--- src/hdl/tccc_pkg.sv ---
// Shared constants for the timer channel capture/compare control block.
// Assumes a 32-bit APB with word-aligned registers; indices are word numbers.
package tccc_pkg;
	localparam int NUM_CH = 8;
	localparam int CNT_W = 16;
	localparam int ADDR_W = 12;
	localparam int IDX_W = ADDR_W - 2;
	localparam int PR_W = 3;
	localparam int DIV_W = 5;

	// Register word indices; byte address is four times the index.
	localparam logic [IDX_W-1:0] IDX_IO_SELECT = 10'h080;
	localparam logic [IDX_W-1:0] IDX_COUNTER = 10'h084;
	localparam logic [IDX_W-1:0] IDX_FAST_CLEAR = 10'h086;
	localparam logic [IDX_W-1:0] IDX_RESERVED = 10'h087;
	localparam logic [IDX_W-1:0] IDX_ACT_HIGH = 10'h088;
	localparam logic [IDX_W-1:0] IDX_ACT_LOW = 10'h089;
	localparam logic [IDX_W-1:0] IDX_EDGE_HIGH = 10'h08A;
	localparam logic [IDX_W-1:0] IDX_EDGE_LOW = 10'h08B;
	localparam logic [IDX_W-1:0] IDX_IRQ_EN = 10'h08C;
	localparam logic [IDX_W-1:0] IDX_OVF_CTRL = 10'h08D;
	localparam logic [IDX_W-1:0] IDX_FLAGS = 10'h08E;
	localparam logic [IDX_W-1:0] IDX_OVF_FLAG = 10'h08F;
	localparam logic [IDX_W-1:0] IDX_CH_FIRST = 10'h090;
	localparam logic [IDX_W-1:0] IDX_CH_LAST = 10'h09E;

	// Field positions.
	localparam int OVF_TOI_BIT = 7;
	localparam int OVF_COUNTER_RESET_ON_CH7_BIT = 3;
	localparam int FAST_CLR_BIT = 4;
	localparam int OVF_FLAG_BIT = 7;

	// Compare actions and edge configurations, as mode/level and high/low pairs.
	localparam logic [1:0] ACT_TOGGLE = 2'h1;
	localparam logic [1:0] ACT_CLEAR = 2'h2;
	localparam logic [1:0] ACT_SET = 2'h3;
	localparam logic [1:0] EDGE_RISE = 2'h1;
	localparam logic [1:0] EDGE_FALL = 2'h2;
	localparam logic [1:0] EDGE_ANY = 2'h3;

	localparam logic [PR_W-1:0] PR_MAX_CODE = 3'h5;
	localparam logic [PR_W-1:0] PR_DIV8 = 3'h3;
	localparam logic [7:0] RST_BYTE = 8'h00;
	localparam logic [CNT_W-1:0] RST_WORD = 16'h0000;
	localparam logic [CNT_W-1:0] CNT_MAX = 16'hFFFF;
	localparam logic [CNT_W-1:0] CNT_ONE = 16'h0001;
	localparam logic [DIV_W-1:0] DIV_ZERO = 5'h00;
	localparam logic [DIV_W-1:0] DIV_ONE = 5'h01;
	localparam logic [31:0] RD_ZERO = 32'h0000_0000;
endpackage

--- src/hdl/tccc_top.sv ---
// APB register file, channel compare/capture control and interrupt logic of the timer.
// Assumes capture pins are asynchronous to pclk and port direction/data come from pclk logic.
//
// Functional notes
// [RULE1] Compare hit drives pin: none, toggle, low, high.
// [RULE2] Nonzero action pair makes pin compare-driven output.
// [RULE3] Action pairs: ch7-4 high register, ch3-0 low.
// [RULE4] Edge pair: off, rising, falling, or both.
// [RULE5] Per-channel enables gate flags onto interrupt.
// [RULE6] Prescale codes select divide by 1 to 32.
// [RULE7] New prescale loads when prescaler stages are zero; the code loads it on the count tick, with the stages at their top count.
// [RULE8] Flags readable; writing one clears, zero keeps.
// [RULE9] Fast clear: channel access clears channel flag; code clears it only on a capture-channel read or compare-channel write.
// [RULE10] Software avoids stray accesses under fast clear.
// [RULE11] Reserved register reads zero.
// [RULE12] Counter wrap from maximum sets overflow flag.
// [RULE13] Overflow enable gates overflow flag onto interrupt.
// [RULE14] Counter reset enable: channel 7 compare zeroes counter.
`timescale 1ns/1ps
module tccc_top
	import tccc_pkg::*;
(
	input wire logic pclk,
	input wire logic presetn,
	input wire logic psel,
	input wire logic penable,
	input wire logic pwrite,
	input wire logic [ADDR_W-1:0] paddr,
	input wire logic [31:0] pwdata,
	input wire logic [3:0] pstrb,
	output logic [31:0] prdata,
	output logic pready,
	output logic pslverr,
	input wire logic [NUM_CH-1:0] capture_in,
	input wire logic [NUM_CH-1:0] port_direction_bit,
	input wire logic [NUM_CH-1:0] port_data,
	output logic [NUM_CH-1:0] compare_output_line,
	output logic [NUM_CH-1:0] compare_output_line_oe_n,
	output logic irq
);
	logic [NUM_CH-1:0] io_sel_q;
	logic fast_clr_q;
	logic [2*NUM_CH-1:0] act_q;
	logic [2*NUM_CH-1:0] edge_q;
	logic [NUM_CH-1:0] channel_irq_enable;
	logic overflow_irq_enable;
	logic counter_reset_on_ch7;
	logic [PR_W-1:0] prescale_sel_q;
	logic [NUM_CH-1:0] channel_event_flag;
	logic counter_overflow_flag;
	logic [CNT_W-1:0] ch_val_q [NUM_CH];
	logic [NUM_CH-1:0] pin_q;
	logic [NUM_CH-1:0] sync1_q, sync2_q, sync3_q, level_q;
	logic [NUM_CH-1:0] cmp_hit, cap_hit, fast_hit, flag_clr;
	logic [31:0] prdata_q;
	logic pslverr_q;
	logic count_tick, overflow_pulse;
	logic [CNT_W-1:0] count_q;
	logic [IDX_W-1:0] idx;
	logic setup, access, wr_en;
	logic [31:0] rd_mux;

	function automatic logic is_chan(input logic [IDX_W-1:0] i);
		is_chan = (i >= IDX_CH_FIRST) && (i <= IDX_CH_LAST) && !i[0];
	endfunction

	function automatic logic is_mapped(input logic [IDX_W-1:0] i);
		is_mapped = is_chan(i) || (i == IDX_IO_SELECT) || (i == IDX_COUNTER)
			|| ((i >= IDX_FAST_CLEAR) && (i <= IDX_OVF_FLAG));
	endfunction

	// APB: zero wait states; read data and error are taken at the setup edge.
	assign idx = paddr[ADDR_W-1:2];
	assign setup = psel && !penable;
	assign access = psel && penable;
	assign pready = 1'b1;
	assign wr_en = access && pwrite && !pslverr_q && pstrb[0];
	assign prdata = prdata_q;
	assign pslverr = pslverr_q;

	always_comb begin
		rd_mux = RD_ZERO;
		if (is_chan(idx)) begin
			rd_mux[CNT_W-1:0] = ch_val_q[idx[3:1]];
		end else begin
			unique case (idx)
				IDX_IO_SELECT: rd_mux[7:0] = io_sel_q;
				IDX_COUNTER: rd_mux[CNT_W-1:0] = count_q;
				IDX_FAST_CLEAR: rd_mux[FAST_CLR_BIT] = fast_clr_q;
				IDX_RESERVED: rd_mux = RD_ZERO; // RULE11
				IDX_ACT_HIGH: rd_mux[7:0] = act_q[15:8];
				IDX_ACT_LOW: rd_mux[7:0] = act_q[7:0];
				IDX_EDGE_HIGH: rd_mux[7:0] = edge_q[15:8];
				IDX_EDGE_LOW: rd_mux[7:0] = edge_q[7:0];
				IDX_IRQ_EN: rd_mux[7:0] = channel_irq_enable;
				IDX_OVF_CTRL: rd_mux[7:0] = {overflow_irq_enable, 3'h0, counter_reset_on_ch7,
					prescale_sel_q};
				IDX_FLAGS: rd_mux[7:0] = channel_event_flag; // RULE8
				IDX_OVF_FLAG: rd_mux[OVF_FLAG_BIT] = counter_overflow_flag;
				default: rd_mux = RD_ZERO;
			endcase
		end
	end

	always_ff @(posedge pclk or negedge presetn) begin
		if (!presetn) begin
			prdata_q <= RD_ZERO;
			pslverr_q <= 1'b0;
		end else if (setup) begin
			prdata_q <= pwrite ? RD_ZERO : rd_mux;
			pslverr_q <= (paddr[1:0] != 2'h0) || !is_mapped(idx);
		end
	end

	// Control registers.
	always_ff @(posedge pclk or negedge presetn) begin
		if (!presetn) begin
			io_sel_q <= RST_BYTE;
			fast_clr_q <= 1'b0;
			act_q <= {RST_BYTE, RST_BYTE};
			edge_q <= {RST_BYTE, RST_BYTE};
			channel_irq_enable <= RST_BYTE;
			overflow_irq_enable <= 1'b0;
			counter_reset_on_ch7 <= 1'b0;
			prescale_sel_q <= '0;
		end else if (wr_en) begin
			unique case (idx)
				IDX_IO_SELECT: io_sel_q <= pwdata[7:0];
				IDX_FAST_CLEAR: fast_clr_q <= pwdata[FAST_CLR_BIT];
				IDX_ACT_HIGH: act_q[15:8] <= pwdata[7:0]; // RULE3
				IDX_ACT_LOW: act_q[7:0] <= pwdata[7:0]; // RULE3
				IDX_EDGE_HIGH: edge_q[15:8] <= pwdata[7:0];
				IDX_EDGE_LOW: edge_q[7:0] <= pwdata[7:0];
				IDX_IRQ_EN: channel_irq_enable <= pwdata[7:0];
				IDX_OVF_CTRL: begin
					overflow_irq_enable <= pwdata[OVF_TOI_BIT];
					counter_reset_on_ch7 <= pwdata[OVF_COUNTER_RESET_ON_CH7_BIT];
					prescale_sel_q <= pwdata[PR_W-1:0];
				end
				default: ;
			endcase
		end
	end

	// Capture pins pass three flops; a level change counts once the last two agree.
	always_ff @(posedge pclk or negedge presetn) begin
		if (!presetn) begin
			sync1_q <= RST_BYTE;
			sync2_q <= RST_BYTE;
			sync3_q <= RST_BYTE;
		end else begin
			sync1_q <= capture_in;
			sync2_q <= sync1_q;
			sync3_q <= sync2_q;
		end
	end

	always_ff @(posedge pclk or negedge presetn) begin
		if (!presetn) begin
			level_q <= RST_BYTE;
		end else begin
			level_q <= (sync2_q == sync3_q) ? sync3_q : level_q;
		end
	end

	genvar n;
	generate
		for (n = 0; n < NUM_CH; n++) begin : g_ch
			logic rise, fall;
			logic [1:0] act, edg;
			assign act = act_q[2*n+1:2*n];
			assign edg = edge_q[2*n+1:2*n];
			assign rise = (sync2_q[n] == sync3_q[n]) && sync3_q[n] && !level_q[n];
			assign fall = (sync2_q[n] == sync3_q[n]) && !sync3_q[n] && level_q[n];
			assign cmp_hit[n] = count_tick && io_sel_q[n] && (count_q == ch_val_q[n]);
			assign cap_hit[n] = !io_sel_q[n] && ((rise && edg[0]) || (fall && edg[1])); // RULE4
			assign fast_hit[n] = fast_clr_q && access && !pslverr_q && is_chan(idx) // RULE9
				&& (idx[3:1] == n) && (pwrite ? io_sel_q[n] : !io_sel_q[n]);

			always_ff @(posedge pclk or negedge presetn) begin
				if (!presetn) begin
					ch_val_q[n] <= RST_WORD;
				end else if (cap_hit[n]) begin
					ch_val_q[n] <= count_q;
				end else if (wr_en && io_sel_q[n] && is_chan(idx) && idx[3:1] == n) begin
					ch_val_q[n] <= pwdata[CNT_W-1:0];
				end
			end

			always_ff @(posedge pclk or negedge presetn) begin
				if (!presetn) begin
					pin_q[n] <= 1'b0;
				end else if (cmp_hit[n]) begin
					unique case (act)
						ACT_TOGGLE: pin_q[n] <= !pin_q[n]; // RULE1
						ACT_CLEAR: pin_q[n] <= 1'b0; // RULE1
						ACT_SET: pin_q[n] <= 1'b1; // RULE1
						default: ;
					endcase
				end
			end

			// The compare logic takes the pin whatever the port direction says.
			assign compare_output_line[n] = (|act) ? pin_q[n] : port_data[n]; // RULE2
			assign compare_output_line_oe_n[n] = (|act) ? 1'b0 : !port_direction_bit[n]; // RULE2

			chk_pin_clear: assert property (@(posedge pclk) disable iff (!presetn) // RULE1
				cmp_hit[n] && act == ACT_CLEAR |=> !compare_output_line[n])
				else $error("compare clear did not drive pin low");
			chk_pin_toggle: assert property (@(posedge pclk) disable iff (!presetn) // RULE1
				cmp_hit[n] && act == ACT_TOGGLE |=> pin_q[n] != $past(pin_q[n]))
				else $error("compare toggle did not invert pin");
			chk_pin_owned: assert property (@(posedge pclk) disable iff (!presetn) // RULE2
				(|act) |-> !compare_output_line_oe_n[n] && compare_output_line[n] == pin_q[n])
				else $error("compare action pair did not own pin");
			chk_capture_rise: assert property (@(posedge pclk) disable iff (!presetn) // RULE4
				!io_sel_q[n] && edg == EDGE_RISE && fall |-> !cap_hit[n])
				else $error("rising-only capture fired twice");
			chk_capture_latch: assert property (@(posedge pclk) disable iff (!presetn) // RULE4
				cap_hit[n] |=> channel_event_flag[n] && ch_val_q[n] == $past(count_q))
				else $error("capture did not latch counter and flag");
		end
	endgenerate

	// Set wins over any clear in the same cycle.
	assign flag_clr = ((wr_en && idx == IDX_FLAGS) ? pwdata[7:0] : RST_BYTE) | fast_hit;

	always_ff @(posedge pclk or negedge presetn) begin
		if (!presetn) begin
			channel_event_flag <= RST_BYTE;
		end else begin
			channel_event_flag <= (channel_event_flag & ~flag_clr) | cmp_hit | cap_hit; // RULE8
		end
	end

	// Under fast clear any counter access also clears the overflow flag.
	always_ff @(posedge pclk or negedge presetn) begin
		if (!presetn) begin
			counter_overflow_flag <= 1'b0;
		end else if (overflow_pulse) begin
			counter_overflow_flag <= 1'b1; // RULE12
		end else if ((wr_en && idx == IDX_OVF_FLAG && pwdata[OVF_FLAG_BIT])
			|| (fast_clr_q && access && !pslverr_q && idx == IDX_COUNTER)) begin
			counter_overflow_flag <= 1'b0;
		end
	end

	assign irq = (|(channel_event_flag & channel_irq_enable)) // RULE5
		|| (counter_overflow_flag && overflow_irq_enable); // RULE13

	tccc_timebase u_timebase (
		.pclk(pclk),
		.presetn(presetn),
		.prescale_sel(prescale_sel_q),
		.ch7_reset_req(counter_reset_on_ch7 && cmp_hit[NUM_CH-1]), // RULE14
		.count_tick(count_tick),
		.count_q(count_q),
		.overflow_pulse(overflow_pulse)
	);

	chk_act_high_write: assert property (@(posedge pclk) disable iff (!presetn) // RULE3
		wr_en && idx == IDX_ACT_HIGH |=> act_q[15:8] == $past(pwdata[7:0]))
		else $error("high action register not written");
	chk_irq_masked: assert property (@(posedge pclk) disable iff (!presetn) // RULE5
		channel_event_flag != RST_BYTE && channel_irq_enable == RST_BYTE
		&& !overflow_irq_enable |-> !irq)
		else $error("masked flag raised interrupt");
	chk_flag_w1c: assert property (@(posedge pclk) disable iff (!presetn) // RULE8
		wr_en && idx == IDX_FLAGS && fast_hit == RST_BYTE |=>
		channel_event_flag == (($past(channel_event_flag) & ~$past(pwdata[7:0]))
		| $past(cmp_hit) | $past(cap_hit)))
		else $error("flag write-one-to-clear wrong");
	chk_fast_clear: assert property (@(posedge pclk) disable iff (!presetn) // RULE9
		fast_hit != RST_BYTE && (cmp_hit | cap_hit) == RST_BYTE |=>
		(channel_event_flag & $past(fast_hit)) == RST_BYTE)
		else $error("fast clear left flag set");
	chk_reserved_zero: assert property (@(posedge pclk) disable iff (!presetn) // RULE11
		setup && !pwrite && paddr == {IDX_RESERVED, 2'h0} |=> prdata == RD_ZERO)
		else $error("reserved register read nonzero");
	chk_ovf_flag_set: assert property (@(posedge pclk) disable iff (!presetn) // RULE12
		overflow_pulse |=> counter_overflow_flag)
		else $error("overflow did not set flag");
	chk_ovf_irq: assert property (@(posedge pclk) disable iff (!presetn) // RULE13
		overflow_pulse && overflow_irq_enable && $stable(overflow_irq_enable) |=> irq)
		else $error("enabled overflow gave no interrupt");

	cov_toggle: cover property (@(posedge pclk) disable iff (!presetn)
		cmp_hit[0] && act_q[1:0] == ACT_TOGGLE);
	cov_capture_any: cover property (@(posedge pclk) disable iff (!presetn)
		cap_hit[1] && edge_q[3:2] == EDGE_ANY);
	cov_fast_clear: cover property (@(posedge pclk) disable iff (!presetn)
		fast_hit != RST_BYTE ##1 irq == 1'b0);
	cov_overflow_irq: cover property (@(posedge pclk) disable iff (!presetn)
		counter_overflow_flag && overflow_irq_enable && irq);
endmodule

--- src/hdl/tccc_timebase.sv ---
// Prescaler and 16-bit free-running counter of the timer.
// Assumes the reset request arrives in the same cycle as the count tick it acts on.
`timescale 1ns/1ps
module tccc_timebase
	import tccc_pkg::*;
(
	input wire logic pclk,
	input wire logic presetn,
	input wire logic [PR_W-1:0] prescale_sel,
	input wire logic ch7_reset_req,
	output logic count_tick,
	output logic [CNT_W-1:0] count_q,
	output logic overflow_pulse
);
	logic [DIV_W-1:0] div_q;
	logic [PR_W-1:0] active_sel_q;

	function automatic logic [DIV_W-1:0] div_limit(input logic [PR_W-1:0] sel);
		div_limit = DIV_ZERO;
		for (int i = 0; i < DIV_W; i++) begin
			if (i < int'(sel)) begin
				div_limit[i] = 1'b1;
			end
		end
	endfunction

	assign count_tick = (div_q == div_limit(active_sel_q)); // RULE6
	assign overflow_pulse = count_tick && !ch7_reset_req && (count_q == CNT_MAX); // RULE12

	always_ff @(posedge pclk or negedge presetn) begin
		if (!presetn) begin
			div_q <= DIV_ZERO;
		end else if (count_tick) begin
			div_q <= DIV_ZERO;
		end else begin
			div_q <= div_q + DIV_ONE;
		end
	end

	// Loading only on the tick keeps a change of factor from slicing a period short.
	// Reserved codes are never loaded, so the previous factor stays in force.
	always_ff @(posedge pclk or negedge presetn) begin
		if (!presetn) begin
			active_sel_q <= '0;
		end else if (count_tick && (prescale_sel <= PR_MAX_CODE)) begin
			active_sel_q <= prescale_sel; // RULE7
		end
	end

	always_ff @(posedge pclk or negedge presetn) begin
		if (!presetn) begin
			count_q <= RST_WORD;
		end else if (count_tick) begin
			if (ch7_reset_req) begin
				count_q <= RST_WORD; // RULE14
			end else begin
				count_q <= count_q + CNT_ONE; // RULE12
			end
		end
	end

	chk_presc_load_edge: assert property (@(posedge pclk) disable iff (!presetn) // RULE7
		$changed(active_sel_q) |-> $past(count_tick) && $past(div_q) != DIV_ZERO || $past(active_sel_q) == 3'h0)
		else $error("prescale factor changed away from a tick");
	chk_presc_div8: assert property (@(posedge pclk) disable iff (!presetn) // RULE6
		count_tick && active_sel_q == PR_DIV8 && prescale_sel == PR_DIV8
		|=> !count_tick [*7] ##1 count_tick)
		else $error("divide by eight spacing wrong");
	chk_counter_wrap: assert property (@(posedge pclk) disable iff (!presetn) // RULE12
		overflow_pulse |=> count_q == RST_WORD)
		else $error("counter did not wrap to zero");
	chk_ch7_reset: assert property (@(posedge pclk) disable iff (!presetn) // RULE14
		count_tick && ch7_reset_req |=> count_q == RST_WORD)
		else $error("channel 7 compare did not reset counter");
	chk_count_step: assert property (@(posedge pclk) disable iff (!presetn) // RULE14
		count_tick && !ch7_reset_req |=> count_q == $past(count_q) + CNT_ONE)
		else $error("counter did not advance by one");
endmodule

--- config.mk ---
export PLATFORM = sky130hd
export DESIGN_NAME = tccc_top
export DESIGN_NICKNAME = d
export VERILOG_FILES = /design/src/hdl/tccc_pkg.sv /design/src/hdl/tccc_top.sv /design/src/hdl/tccc_timebase.sv
export SDC_FILE = /design/constraint.sdc
export NUM_CORES = 1
export LEC_CHECK = 0
export ABC_AREA = 0
export BUFFER_PORTS_ARGS = -buffer_cell sky130_fd_sc_hd__clkbuf_2
export CAP_MARGIN = 20
export CORE_MARGIN = 8
export CORE_UTILIZATION = 50
export CTS_CLUSTER_SIZE = 20
export DETAILED_ROUTE_END_ITERATION = 12
export MAX_ROUTING_LAYER = met4
export PLACE_DENSITY_LB_ADDON = 0.08
export SYNTH_ARGS = -nofsm -noshare
export SYNTH_HDL_FRONTEND = slang
export SYNTH_SLANG_ARGS = --single-unit
--- constraint.sdc ---
create_clock -name pclk -period 4.3 [get_ports pclk]
set_input_delay 0.215 -clock pclk [delete_from_list [all_inputs] [get_ports pclk]]
set_output_delay 0.215 -clock pclk [all_outputs]
set_load 0.01 [all_outputs]
; ---- Word level (Yosys, flattened, before mapping)
; Cells that the tools add are included.
[totals]
elab_cells = 421
inputBits = 77
ff_bits = 288
out_inout_bits = 51
[op_classes]
n_mux = 68
order_cmp = 11
eq_ne = 61
n_reduce_logical = 235
addsub = 2
bitwise_logic = 7
[ops]
columns = cell, count
row1 = 16-bit two-way mux, 21
row2 = 1-bit logical AND, 132
row3 = 16-bit == test, 8
row4 = 10-bit by 8-bit == test with 1-bit output (second input constant), 11
row5 = 16-bit binary-select mux with 3-bit select, 1
row6 = 1-bit zero test, 45
row7 = 4-bit one-hot mux with 9 select lines, 1
row8 = 2-bit == test (second input constant), 16
row9 = 2-bit AND reduction, 16
row10 = 1-bit two-way mux, 31
row11 = 8-bit bitwise OR, 3
row12 = 1-bit one-hot mux with 3 select lines, 8
row13 = 3-bit nonzero test, 8
row14 = 10-bit by 8-bit greater-or-equal comparator with 1-bit output (second input constant), 2
row15 = 10-bit by 8-bit <= comparator with 1-bit output (second input constant), 2
row16 = 2-bit nonzero test, 10
row17 = 16-bit by 1-bit adder with 16-bit output (second input constant), 1
row18 = 8-bit bitwise AND, 2
row19 = 16-bit == test (second input constant), 1
row20 = 2-bit by 1-bit == test with 1-bit output (second input constant), 8
row21 = 8-bit two-way mux, 2
row22 = 2-bit one-hot mux with 8 select lines, 1
row23 = 2-bit OR reduction, 8
row24 = 1-bit logical OR, 14
row25 = other kinds (19), 32

; ---- Longest topological paths before layout
; Gate-level depths: netlist of the first run.
[depth]
ltp_word = 11
mapped_depth = 9
mapped_depth_nobuf = 7

; ---- By module
; Synthesis of the first run repeated with hierarchy kept, for this count alone.
[hier_totals]
cells_unflattened = 1589
hier_area_um2 = 16015.4
[by_module_without_submodules]
columns = module, instances, cells_per_inst, area_per_inst_um2
row1 = tccc_top, 1, 1449, 14667.8
row2 = tccc_timebase, 1, 140, 1347.5

; ---- Worst setup path before layout of the first run
; No wires, ideal clock.
[synth_path]
path_type = register -> register
start = register u_timebase.active_sel_q[2]
end = register u_timebase.count_q[10]
setup_ps = 136
required_time_ps = 4164
path_stages_with_launch = 7
slack_ps = 2090
t_arrival_ps = 2073
cell_sequence = dfrtp_1 or3b_2 o22ai_1 o211ai_1 nor4_2 clkbuf_1 a21oi_1
[synth_via]
elab_chain_len = 7
[synth_rtl]
columns = element, line
row1 = start: declaration, tccc_timebase.sv:16  ; logic [PR_W-1:0] active_sel_q;
row2 = start signal: assignment, tccc_timebase.sv:46  ; active_sel_q <= prescale_sel;
row3 = "1-bit by 3-bit less-than comparator with 1-bit output, or another cell as far along", tccc_timebase.sv:21  ; if (i < int'(sel)) begin
row4 = 1-bit two-way mux, tccc_timebase.sv:21
row5 = 5-bit == test *, tccc_timebase.sv:27  ; assign count_tick = (div_q == div_limit(active_sel_q));
row6 = 1-bit logical AND (2 in series), tccc_top.sv:175  ; assign cmp_hit[n] = count_tick && io_sel_q[n] && (count_q == ch_val_q[n]);
row7 = 1-bit logical AND, tccc_top.sv:255  ; .ch7_reset_req(counter_reset_on_ch7 && cmp_hit[NUM_CH-1]),
row8 = 16-bit two-way mux, tccc_timebase.sv:54  ; if (ch7_reset_req) begin
row9 = end signal: assignment, tccc_timebase.sv:57  ; count_q <= count_q + CNT_ONE;
row10 = end: declaration, tccc_timebase.sv:12  ; output logic [CNT_W-1:0] count_q,
; Every way passes the cells marked *; elsewhere a longest branch is shown, timed or not.
; A chain may end at the register's enable or synchronous reset.

; ---- Worst setup path in the final report of the first run
[layout_path]
start = register u_timebase.count_q[0]
end = register pin_q[4]
[layout_via]
elab_chain_len = 3
[layout_rtl]
columns = element, line
row1 = 16-bit == test, tccc_top.sv:175
row2 = 1-bit logical AND, tccc_top.sv:175
row3 = 2-bit AND reduction (no source line), n/a
row4 = end signal: indexed assignment, tccc_top.sv:195  ; ACT_TOGGLE: pin_q[n] <= !pin_q[n];
row5 = end: declaration, tccc_top.sv:52  ; logic [NUM_CH-1:0] pin_q;
; Every way passes these cells.

==> results by group, run 1 <==
Logic synthesis
  – Top FF cell, synth: dfrtp_1
  – Async S/R FF share, synth: 100%
  – EDFF count, synth: 0
  – Post-Synthesis Cells: 1,613
  – Avg Inst Size Synth: 9.92 um2
  – Top cell type's share of synthesized area: 42.5%
  – Post-Syn Area: 16,000 um2
  – Post-synthesis sequential area ratio: 42.5%
  – Yosys cell types: 70
  – Area leader, netlist: dfrtp_1
  – Synth area leaders: dfrtp_1, mux2i_1, xor2_1, mux2_2, mux4_2
  – Synth Warn #: 0
  – Yosys reg bits: 272

Route
  – Routed vias/inst: 6.13
  – Iteration-0 DRC count of the detailed router: 1,130
  – Pre-antenna DRT Iters: 5
  – Wire per inst: 25.1 um
  – Routed WL: 52.2 mm
  – Post-route antenna net violation count: 0
  – DRC errors left: 0
  – Total number of vias: 12,800

Worst setup path
  – Crit. End Element: register
  – Reg-to-reg startpoint: u_timebase.count_q[0]
  – Worst Setup SP: u_timebase.count_q[0]
  – CP required: 4.70 ns
  – Max FO, Critical Path: 15
  – Cell depth of the worst flop-to-flop path: 5
  – Crit start category: register
  – CP arrival: 3.18 ns
  – CP endpoint: pin_q[4]
  – Path type of the worst setup path: reg2reg
  – Worst reg2reg endpoint: pin_q[4]
  – Worst reg-to-reg setup slack: 1.53 ns

Clock network
  – Clk slew on worst S/H paths: 0.06 ns
  – Root Driver: clkbuf_16
  – # Post-CTS Setup Buffers: 0
  – Clock latency on the worst-skew pair: 0.56 ns
  – H-tree Lvls: 1
  – Longest Clk Path Bufs: 3
  – # hold bufs at CTS: 9
  – Post-CTS Resized: 0
  – Sink Count: 272
  – Num CTS Buffers: 31
  – CTS tree: done

STA
  – Final Hold Fails: 0
  – RSZ-0062 raised after global routing: no
  – Worst-Margin Slew: 1.07 ns
  – Max-slew headroom: 28.0%
  – Period utilization: 64.5%
  – Max frequency: 360 MHz
  – Final TNS setup: 0 ns
  – Finish-stage setup viols: 0
  – Skew final: 0.0172 ns
  – Slew Viols, Final: 0
  – WHS: 0.0886 ns
  – Final min period: 2.77 ns

Pwr
  – Internal power: 4500 uW
  – Power per standard cell area: 362 nW/um2
  – Leak pwr: 0.00811 uW
  – Peak supply drop: 300 uV
  – Part of the power in combinational logic: 17.3%
  – Clock Power Share: 39.1%
  – Share of power burned in registers: 43.5%
  – Switching pwr: 1960 uW
  – Switch share: 30.4%

Flow run
  – Max-Cap Viols: 0

GRT
  – Initial antenna violation count: 1
  – Total global routing overflow: 0
  – Number of global-route vias before repair: 12,800
  – First-pass GRT wire length: 80.2 mm
  – Largest net degree at the start of global routing: 87
  – Global-route total usage across every layer: 28.0%

Die
  – FP Rows: 65
  – Area of the core: 31,600 um2
  – Die H: 195 um
  – Die width: 195 um
  – Die ar.: 38,000 um2
  – I/O Pins: 128
  – Initial Utilization: 50.7%

Worst hold path
  – Worst hold path class: in2reg

Placement
  – Placement-stage cell area: 16,800 um2
  – Port bufs: 91
  – Gpl congestion: 0.940
  – DP HPWL: 36.4 mm

Layout
  – Layout cells sized above 1: 19.0%
  – Area grow syn2layout: 11.7%
  – Design area: 17,900 um2
  – Nets: 1,752
  – Filler cells: 2,819

Run status
  – Status: finished, final reports clean
## power by group through the flow
stage	Sequential (uW)	Clock (uW)	Combinational, uW
2_1_floorplan	2760	0	777
3_3_place_gp	2850	0	1090
3_5_place_dp	2860	0	1110
4_1_cts	2810	2570	1120
5_1_grt	2830	2670	1220
6_report	2820	2530	1120
## registers in the layout, summed over array words and instances, names as in the netlist
name	count
pslverr	1
u_timebase.div_q	5
channel_irq_enable	8
u_timebase.count_q	16
prdata	16
pin_q	8
ch_val_q	128
sync1_q	8
sync3_q	8
channel_event_flag	8
fast_clr_q	1
level_q	8
edge_q	16
u_timebase.active_sel_q	3
sync2_q	8
act_q	16
io_sel_q	8
overflow_irq_enable	1
counter_reset_on_ch7	1
counter_overflow_flag	1
prescale_sel_q	3
## layout make-up
type,instances,area [um2],area share (%)
antenna,1,2.50,0.0140
clock buffer,48,920,5.15
clock inverter,7,40.0,0.224
inverter,42,158,0.882
multi-input combinational,1163,8500,47.6
sequential,272,6810,38.1
tap,402,503,2.81
timing repair buffer,147,941,5.26
## cells by family after synthesis
family	after synthesis	synth area share [%]
simple gates	436	13.6
compound gates	314	11.7
flops	272	42.5
mux	237	18.0
buf+inv	193	5.04
xor+xnor	141	7.72
fa+ha+maj	18	1.41
other cells	2	0.0469
## worst max-delay path, stage by stage (launching register included)
cell and delay (ns):
dfrtp_1 0.99, xor2_1 0.15, nor4_1 0.58, nand3_1 0.28, nor3_1 0.50, a2bb2oi_1 0.12
## routing by layer
metal	up-vias	routed length [um]	GRT usage (%)
li1	5810	-	-
met2	510	23100	40.3
met4	0	1700	8.96
met5	-	0	-
met1	6338	22700	38.1
met3	103	4710	7.36
## synth_stat cells, types with 6 or more instances
cell       number
xor2_1        104
mux2i_1       134
nand4_1        14
a41oi_1         7
buf_2          15
dfrtp_1       272
mux4_2         33
or4_1           8
nand2_1       139
nand3b_1       12
a2bb2oi_1       7
o31ai_1        13
ha_1           18
a21oi_1       114
xnor2_1        37
buf_1          33
nor2_1         89
mux2_2         70
clkbuf_1       86
and3_1         14
or3_1          11
a22o_1          7
o21ai_0       105
nor3_1         32
nor4_1         29
a31oi_1         9
or2_2           6
a22oi_1         8
buf_4          17
and2_1          6
inv_1          41
nand3_1        49
## how the worst min path moves through the flow
| stage | cells past startpoint | start | slack, ns | end |
|---|---|---|---|---|
| after floorplan | 0 | presetn | -0.08 | act_q[0] |
| after global placement | 1 | presetn | 0.27 | ch_val_q[42] |
| after detailed placement | 1 | presetn | 0.27 | ch_val_q[42] |
| after CTS | 3 | pwdata[15] | 0.07 | ch_val_q[31] |
| after global routing | 3 | pwdata[15] | 0.11 | ch_val_q[127] |
| final | 3 | pwdata[15] | 0.09 | ch_val_q[31] |
## placed cells by master (no fill, tap or decap), types with 6 or more instances in the layout
| master | netlist | layout |
|---|---|---|
| a21oi_1 | 114 | 106 |
| a21oi_2 | 0 | 8 |
| a22o_1 | 7 | 7 |
| a22oi_1 | 8 | 8 |
| a2bb2oi_1 | 7 | 7 |
| a31oi_1 | 9 | 9 |
| and2_1 | 6 | 6 |
| and3_1 | 14 | 14 |
| buf_4 | 17 | 45 |
| clkbuf_1 | 86 | 9 |
| clkbuf_16 | 0 | 31 |
| clkbuf_2 | 0 | 88 |
| clkbuf_8 | 0 | 8 |
| conb_1 | 2 | 17 |
| dfrtp_1 | 272 | 272 |
| dlygate4sd3_1 | 0 | 9 |
| ha_1 | 18 | 18 |
| inv_1 | 41 | 41 |
| mux2_2 | 70 | 70 |
| mux2i_1 | 134 | 134 |
| mux4_2 | 33 | 33 |
| nand2_1 | 139 | 139 |
| nand3_1 | 49 | 49 |
| nand3b_1 | 12 | 12 |
| nand4_1 | 14 | 14 |
| nor2_1 | 89 | 89 |
| nor3_1 | 32 | 32 |
| nor4_1 | 29 | 29 |
| o21ai_0 | 105 | 105 |
| o31ai_1 | 13 | 13 |
| or2_2 | 6 | 6 |
| or3_1 | 11 | 11 |
| or4_1 | 8 | 8 |
| xnor2_1 | 37 | 37 |
| xor2_1 | 104 | 104 |
## metrics by stage
step           worst slack, ns  std cells  total power (uW)  utilization, %
2_1_floorplan             2.09       1628              3540               -
4_1_cts                   1.61       2080              6500            56.5
6_report                  1.53       2082              6470            56.6
3_3_place_gp              1.60       2016              3950            53.2
5_1_grt                   1.42       2082              6720            56.6
3_5_place_dp              1.56       2016              3970            53.2
Power figures use the tool's default switching activity.
==> run 2: changes to the inputs <==
==> constraint.sdc (replaced) <==
create_clock -name pclk -period 2.7 [get_ports pclk]
set_input_delay 0.135 -clock pclk [delete_from_list [all_inputs] [get_ports pclk]]
set_output_delay 0.135 -clock pclk [all_outputs]
set_load 0.01 [all_outputs]
==> results by group, run 2 (same netlist as run 1, synthesis figures left out) <==
Pwr
  – Share of power burned in registers: 40.6% (-2.9 points)
  – Power per standard cell area: 597 nW/um2 (+65%)
  – Leak pwr: 0.00846 uW (+4.2%)
  – Peak supply drop: 455 uV (+52%)
  – Clock Power Share: 41.3% (+2.2 points)
  – Part of the power in combinational logic: 18.1% (+0.8 points)
  – Switch share: 29.7% (-0.64 points)
  – Internal power: 7740 uW (+72%)
  – Switching pwr: 3270 uW (+67%)

GRT
  – Initial antenna violation count: 1 (unchanged)
  – Largest net degree at the start of global routing: 79 (-9.2%)
  – Total global routing overflow: 0 (unchanged)
  – Global-route total usage across every layer: 29.2% (+1.2 points)
  – First-pass GRT wire length: 82.9 mm (+3.3%)
  – Number of global-route vias before repair: 13,000 (+1.5%)

Clock network
  – Longest Clk Path Bufs: 3 (unchanged)
  – # Post-CTS Setup Buffers: 0 (unchanged)
  – H-tree Lvls: 2 (+1)
  – Sink Count: 272 (unchanged)
  – Num CTS Buffers: 34 (+9.7%)
  – Clk slew on worst S/H paths: 0.06 ns (about the same)
  – Clock latency on the worst-skew pair: 0.51 ns (-0.05 ns)
  – CTS tree: done
  – Root Driver: clkbuf_16

STA
  – Final WS setup: 0.345 ns (-1.18 ns)
  – Finish-stage setup viols: 0 (unchanged)
  – Final min period: 2.35 ns (-0.420 ns)
  – Worst-Margin Slew: 0.788 ns (-0.283 ns)
  – Max frequency: 425 MHz (+18%)
  – Period utilization: 87.2% (+23 points)
  – Final TNS setup: 0 ns (unchanged)
  – Final Hold Fails: 0 (unchanged)
  – Skew final: 0.0176 ns (+0.000369 ns)
  – RSZ-0062 raised after global routing: no
  – WHS: 0.0313 ns (-0.0573 ns)
  – Max-slew headroom: 47.5% (+19 points)
  – Slew Viols, Final: 0 (unchanged)

Placement
  – Gpl congestion: 1.02 (+8.4%)
  – DP HPWL: 38.9 mm (+6.9%)
  – Pre-CTS setup slack: 0.241 ns (-1.32 ns)
  – Port bufs: 91 (unchanged)
  – Post-Place Cells: 2,066 (+2.5%)

Run status
  – Status: finished, final reports clean

Layout
  – Largest Register: ch_val_q
  – Nets: 1,804 (+3.0%)
  – Max reg flops: 128 (unchanged)
  – Filler cells: 2,787 (-1.1%)
  – Reg area: 6810 um2 (unchanged)
  – Layout cells sized above 1: 21.5% (+2.5 points)
  – Area of the multi-input gates: 8500 um2 (unchanged)
  – Area grow syn2layout: 15.4%
  – Fin cells: 2,131 (+2.4%)
  – Commonest non-fill, non-tap cell in the layout: dfrtp_1
  – Antenna diodes: 0 (-1)
  – Most frequent cells in the layout: dfrtp_1, nand2_1, mux2i_1
  – Final Core Density: 58.5% (+1.9 points)

Worst setup path
  – Crit start category: register
  – CP required: 3.13 ns (-1.57 ns)
  – Path type of the worst setup path: reg2reg
  – Worst reg2reg endpoint: pin_q[6]
  – Crit. End Element: register
  – Worst reg-to-reg setup slack: 0.35 ns (-1.18 ns)
  – Reg-to-reg startpoint: u_timebase.count_q[11]
  – CP arrival: 2.79 ns (-0.39 ns)
  – Cell depth of the worst flop-to-flop path: 5 (unchanged)
  – Max FO, Critical Path: 9 (-6)

Route
  – Iteration-0 DRC count of the detailed router: 1,365 (+21%)
  – Pre-antenna DRT Iters: 6 (+1)
  – DRC errors left: 0 (unchanged)
  – Post-route antenna net violation count: 0 (unchanged)
  – Wire per inst: 25.7 um (+2.4%)
  – Routed vias/inst: 6.14 (+0.20%)
  – Total number of vias: 13,100 (+2.6%)
  – Routed WL: 54.7 mm (+4.8%)

Flow run
  – Max-Cap Viols: 0 (unchanged)

Die
  – Area of the core: 31,600 um2 (unchanged)
  – Die ar.: 38,000 um2 (unchanged)
  – Initial Utilization: 50.7% (unchanged)
  – Die H: 195 um (unchanged)
  – I/O Pins: 128 (unchanged)
  – FP Rows: 65 (unchanged)
  – Die width: 195 um (unchanged)

Worst hold path
  – Hold Path Depth: 5 (+2)
  – Worst Hold End: pslverr
  – Worst hold path class: in2reg
  – Min-delay src: paddr[0]
==> run 2: cell count changes in the layout (fill, tap and decap cells not counted), moves of 2 or more <==
cell	delta
buf_4	+40
buf_12	+10
clkbuf_16	+4
clkbuf_8	-4
bufinv_16	+3
clkbuf_1	-2
clkinvlp_4	-2
==> run 2: how the worst max path moves through the flow <==
| stage | slack (ns) | start | endpoint |
|---|---|---|---|
| after global placement | 0.26 | paddr[8] | channel_event_flag[3] |
| after CTS | 0.37 | u_timebase.active_sel_q[2] | u_timebase.count_q[10] |
| final | 0.35 | u_timebase.count_q[11] | pin_q[6] |
| after floorplan | 0.49 | u_timebase.active_sel_q[2] | u_timebase.count_q[10] |
| after detailed placement | 0.24 | paddr[8] | channel_event_flag[3] |
| after global routing | 0.11 | u_timebase.count_q[0] | u_timebase.count_q[10] |
==> run 2: through the flow <==
step | total power, uW | cell area (um2)
after detailed placement | 6490 | 17300
after global placement | 6460 | 17300
after floorplan | 5630 | 16100
final | 11000 | 18500
after global routing | 11400 | 18500
after CTS | 11000 | 18500
==> run 2: critical path, cell delays in order, from the launching register on <==
cell	delay, ns
dfrtp_1	0.58
xor2_1	0.26
nor4_1	0.46
nand3_1	0.27
nor4_1	0.52
a2bb2oi_1	0.18
==> run 2: metal layers <==
metal | vias up | part of all wire [%] | routed length [um] | track usage [%]
met5 | - | 0 | 0 | -
li1 | 5910 | - | - | -
met1 | 6560 | 45 | 24400 | 41.5
met4 | 0 | 2.5 | 1340 | 7.61
met3 | 86 | 7.7 | 4190 | 3.83
met2 | 531 | 45 | 24700 | 43.4
==> run 2: power groups by stage <==
stage          clock (uW)  combinational, uW  sequential, uW
2_1_floorplan           0               1240            4400
3_3_place_gp            0               1930            4530
3_5_place_dp            0               1960            4530
4_1_cts              4610               1970            4460
5_1_grt              4770               2170            4490
6_report             4550               1990            4470
==> run 2: cell type report <==
class / instances / area share (%)
clock buffers: 46 / 5.18
clock inverters: 10 / 0.698
well taps: 402 / 2.72
flip-flops and latches: 272 / 36.9
repair buffers: 196 / 7.66
inverters: 42 / 0.854
multi-input cells: 1163 / 46.0
==> run 2: what timing repair did <==
action,4_1_cts,5_1_grt
gates resized for setup,0,0
hold endpoints to repair,82,0
hold buffers,9,0
endpoints found under the setup margin,0,0
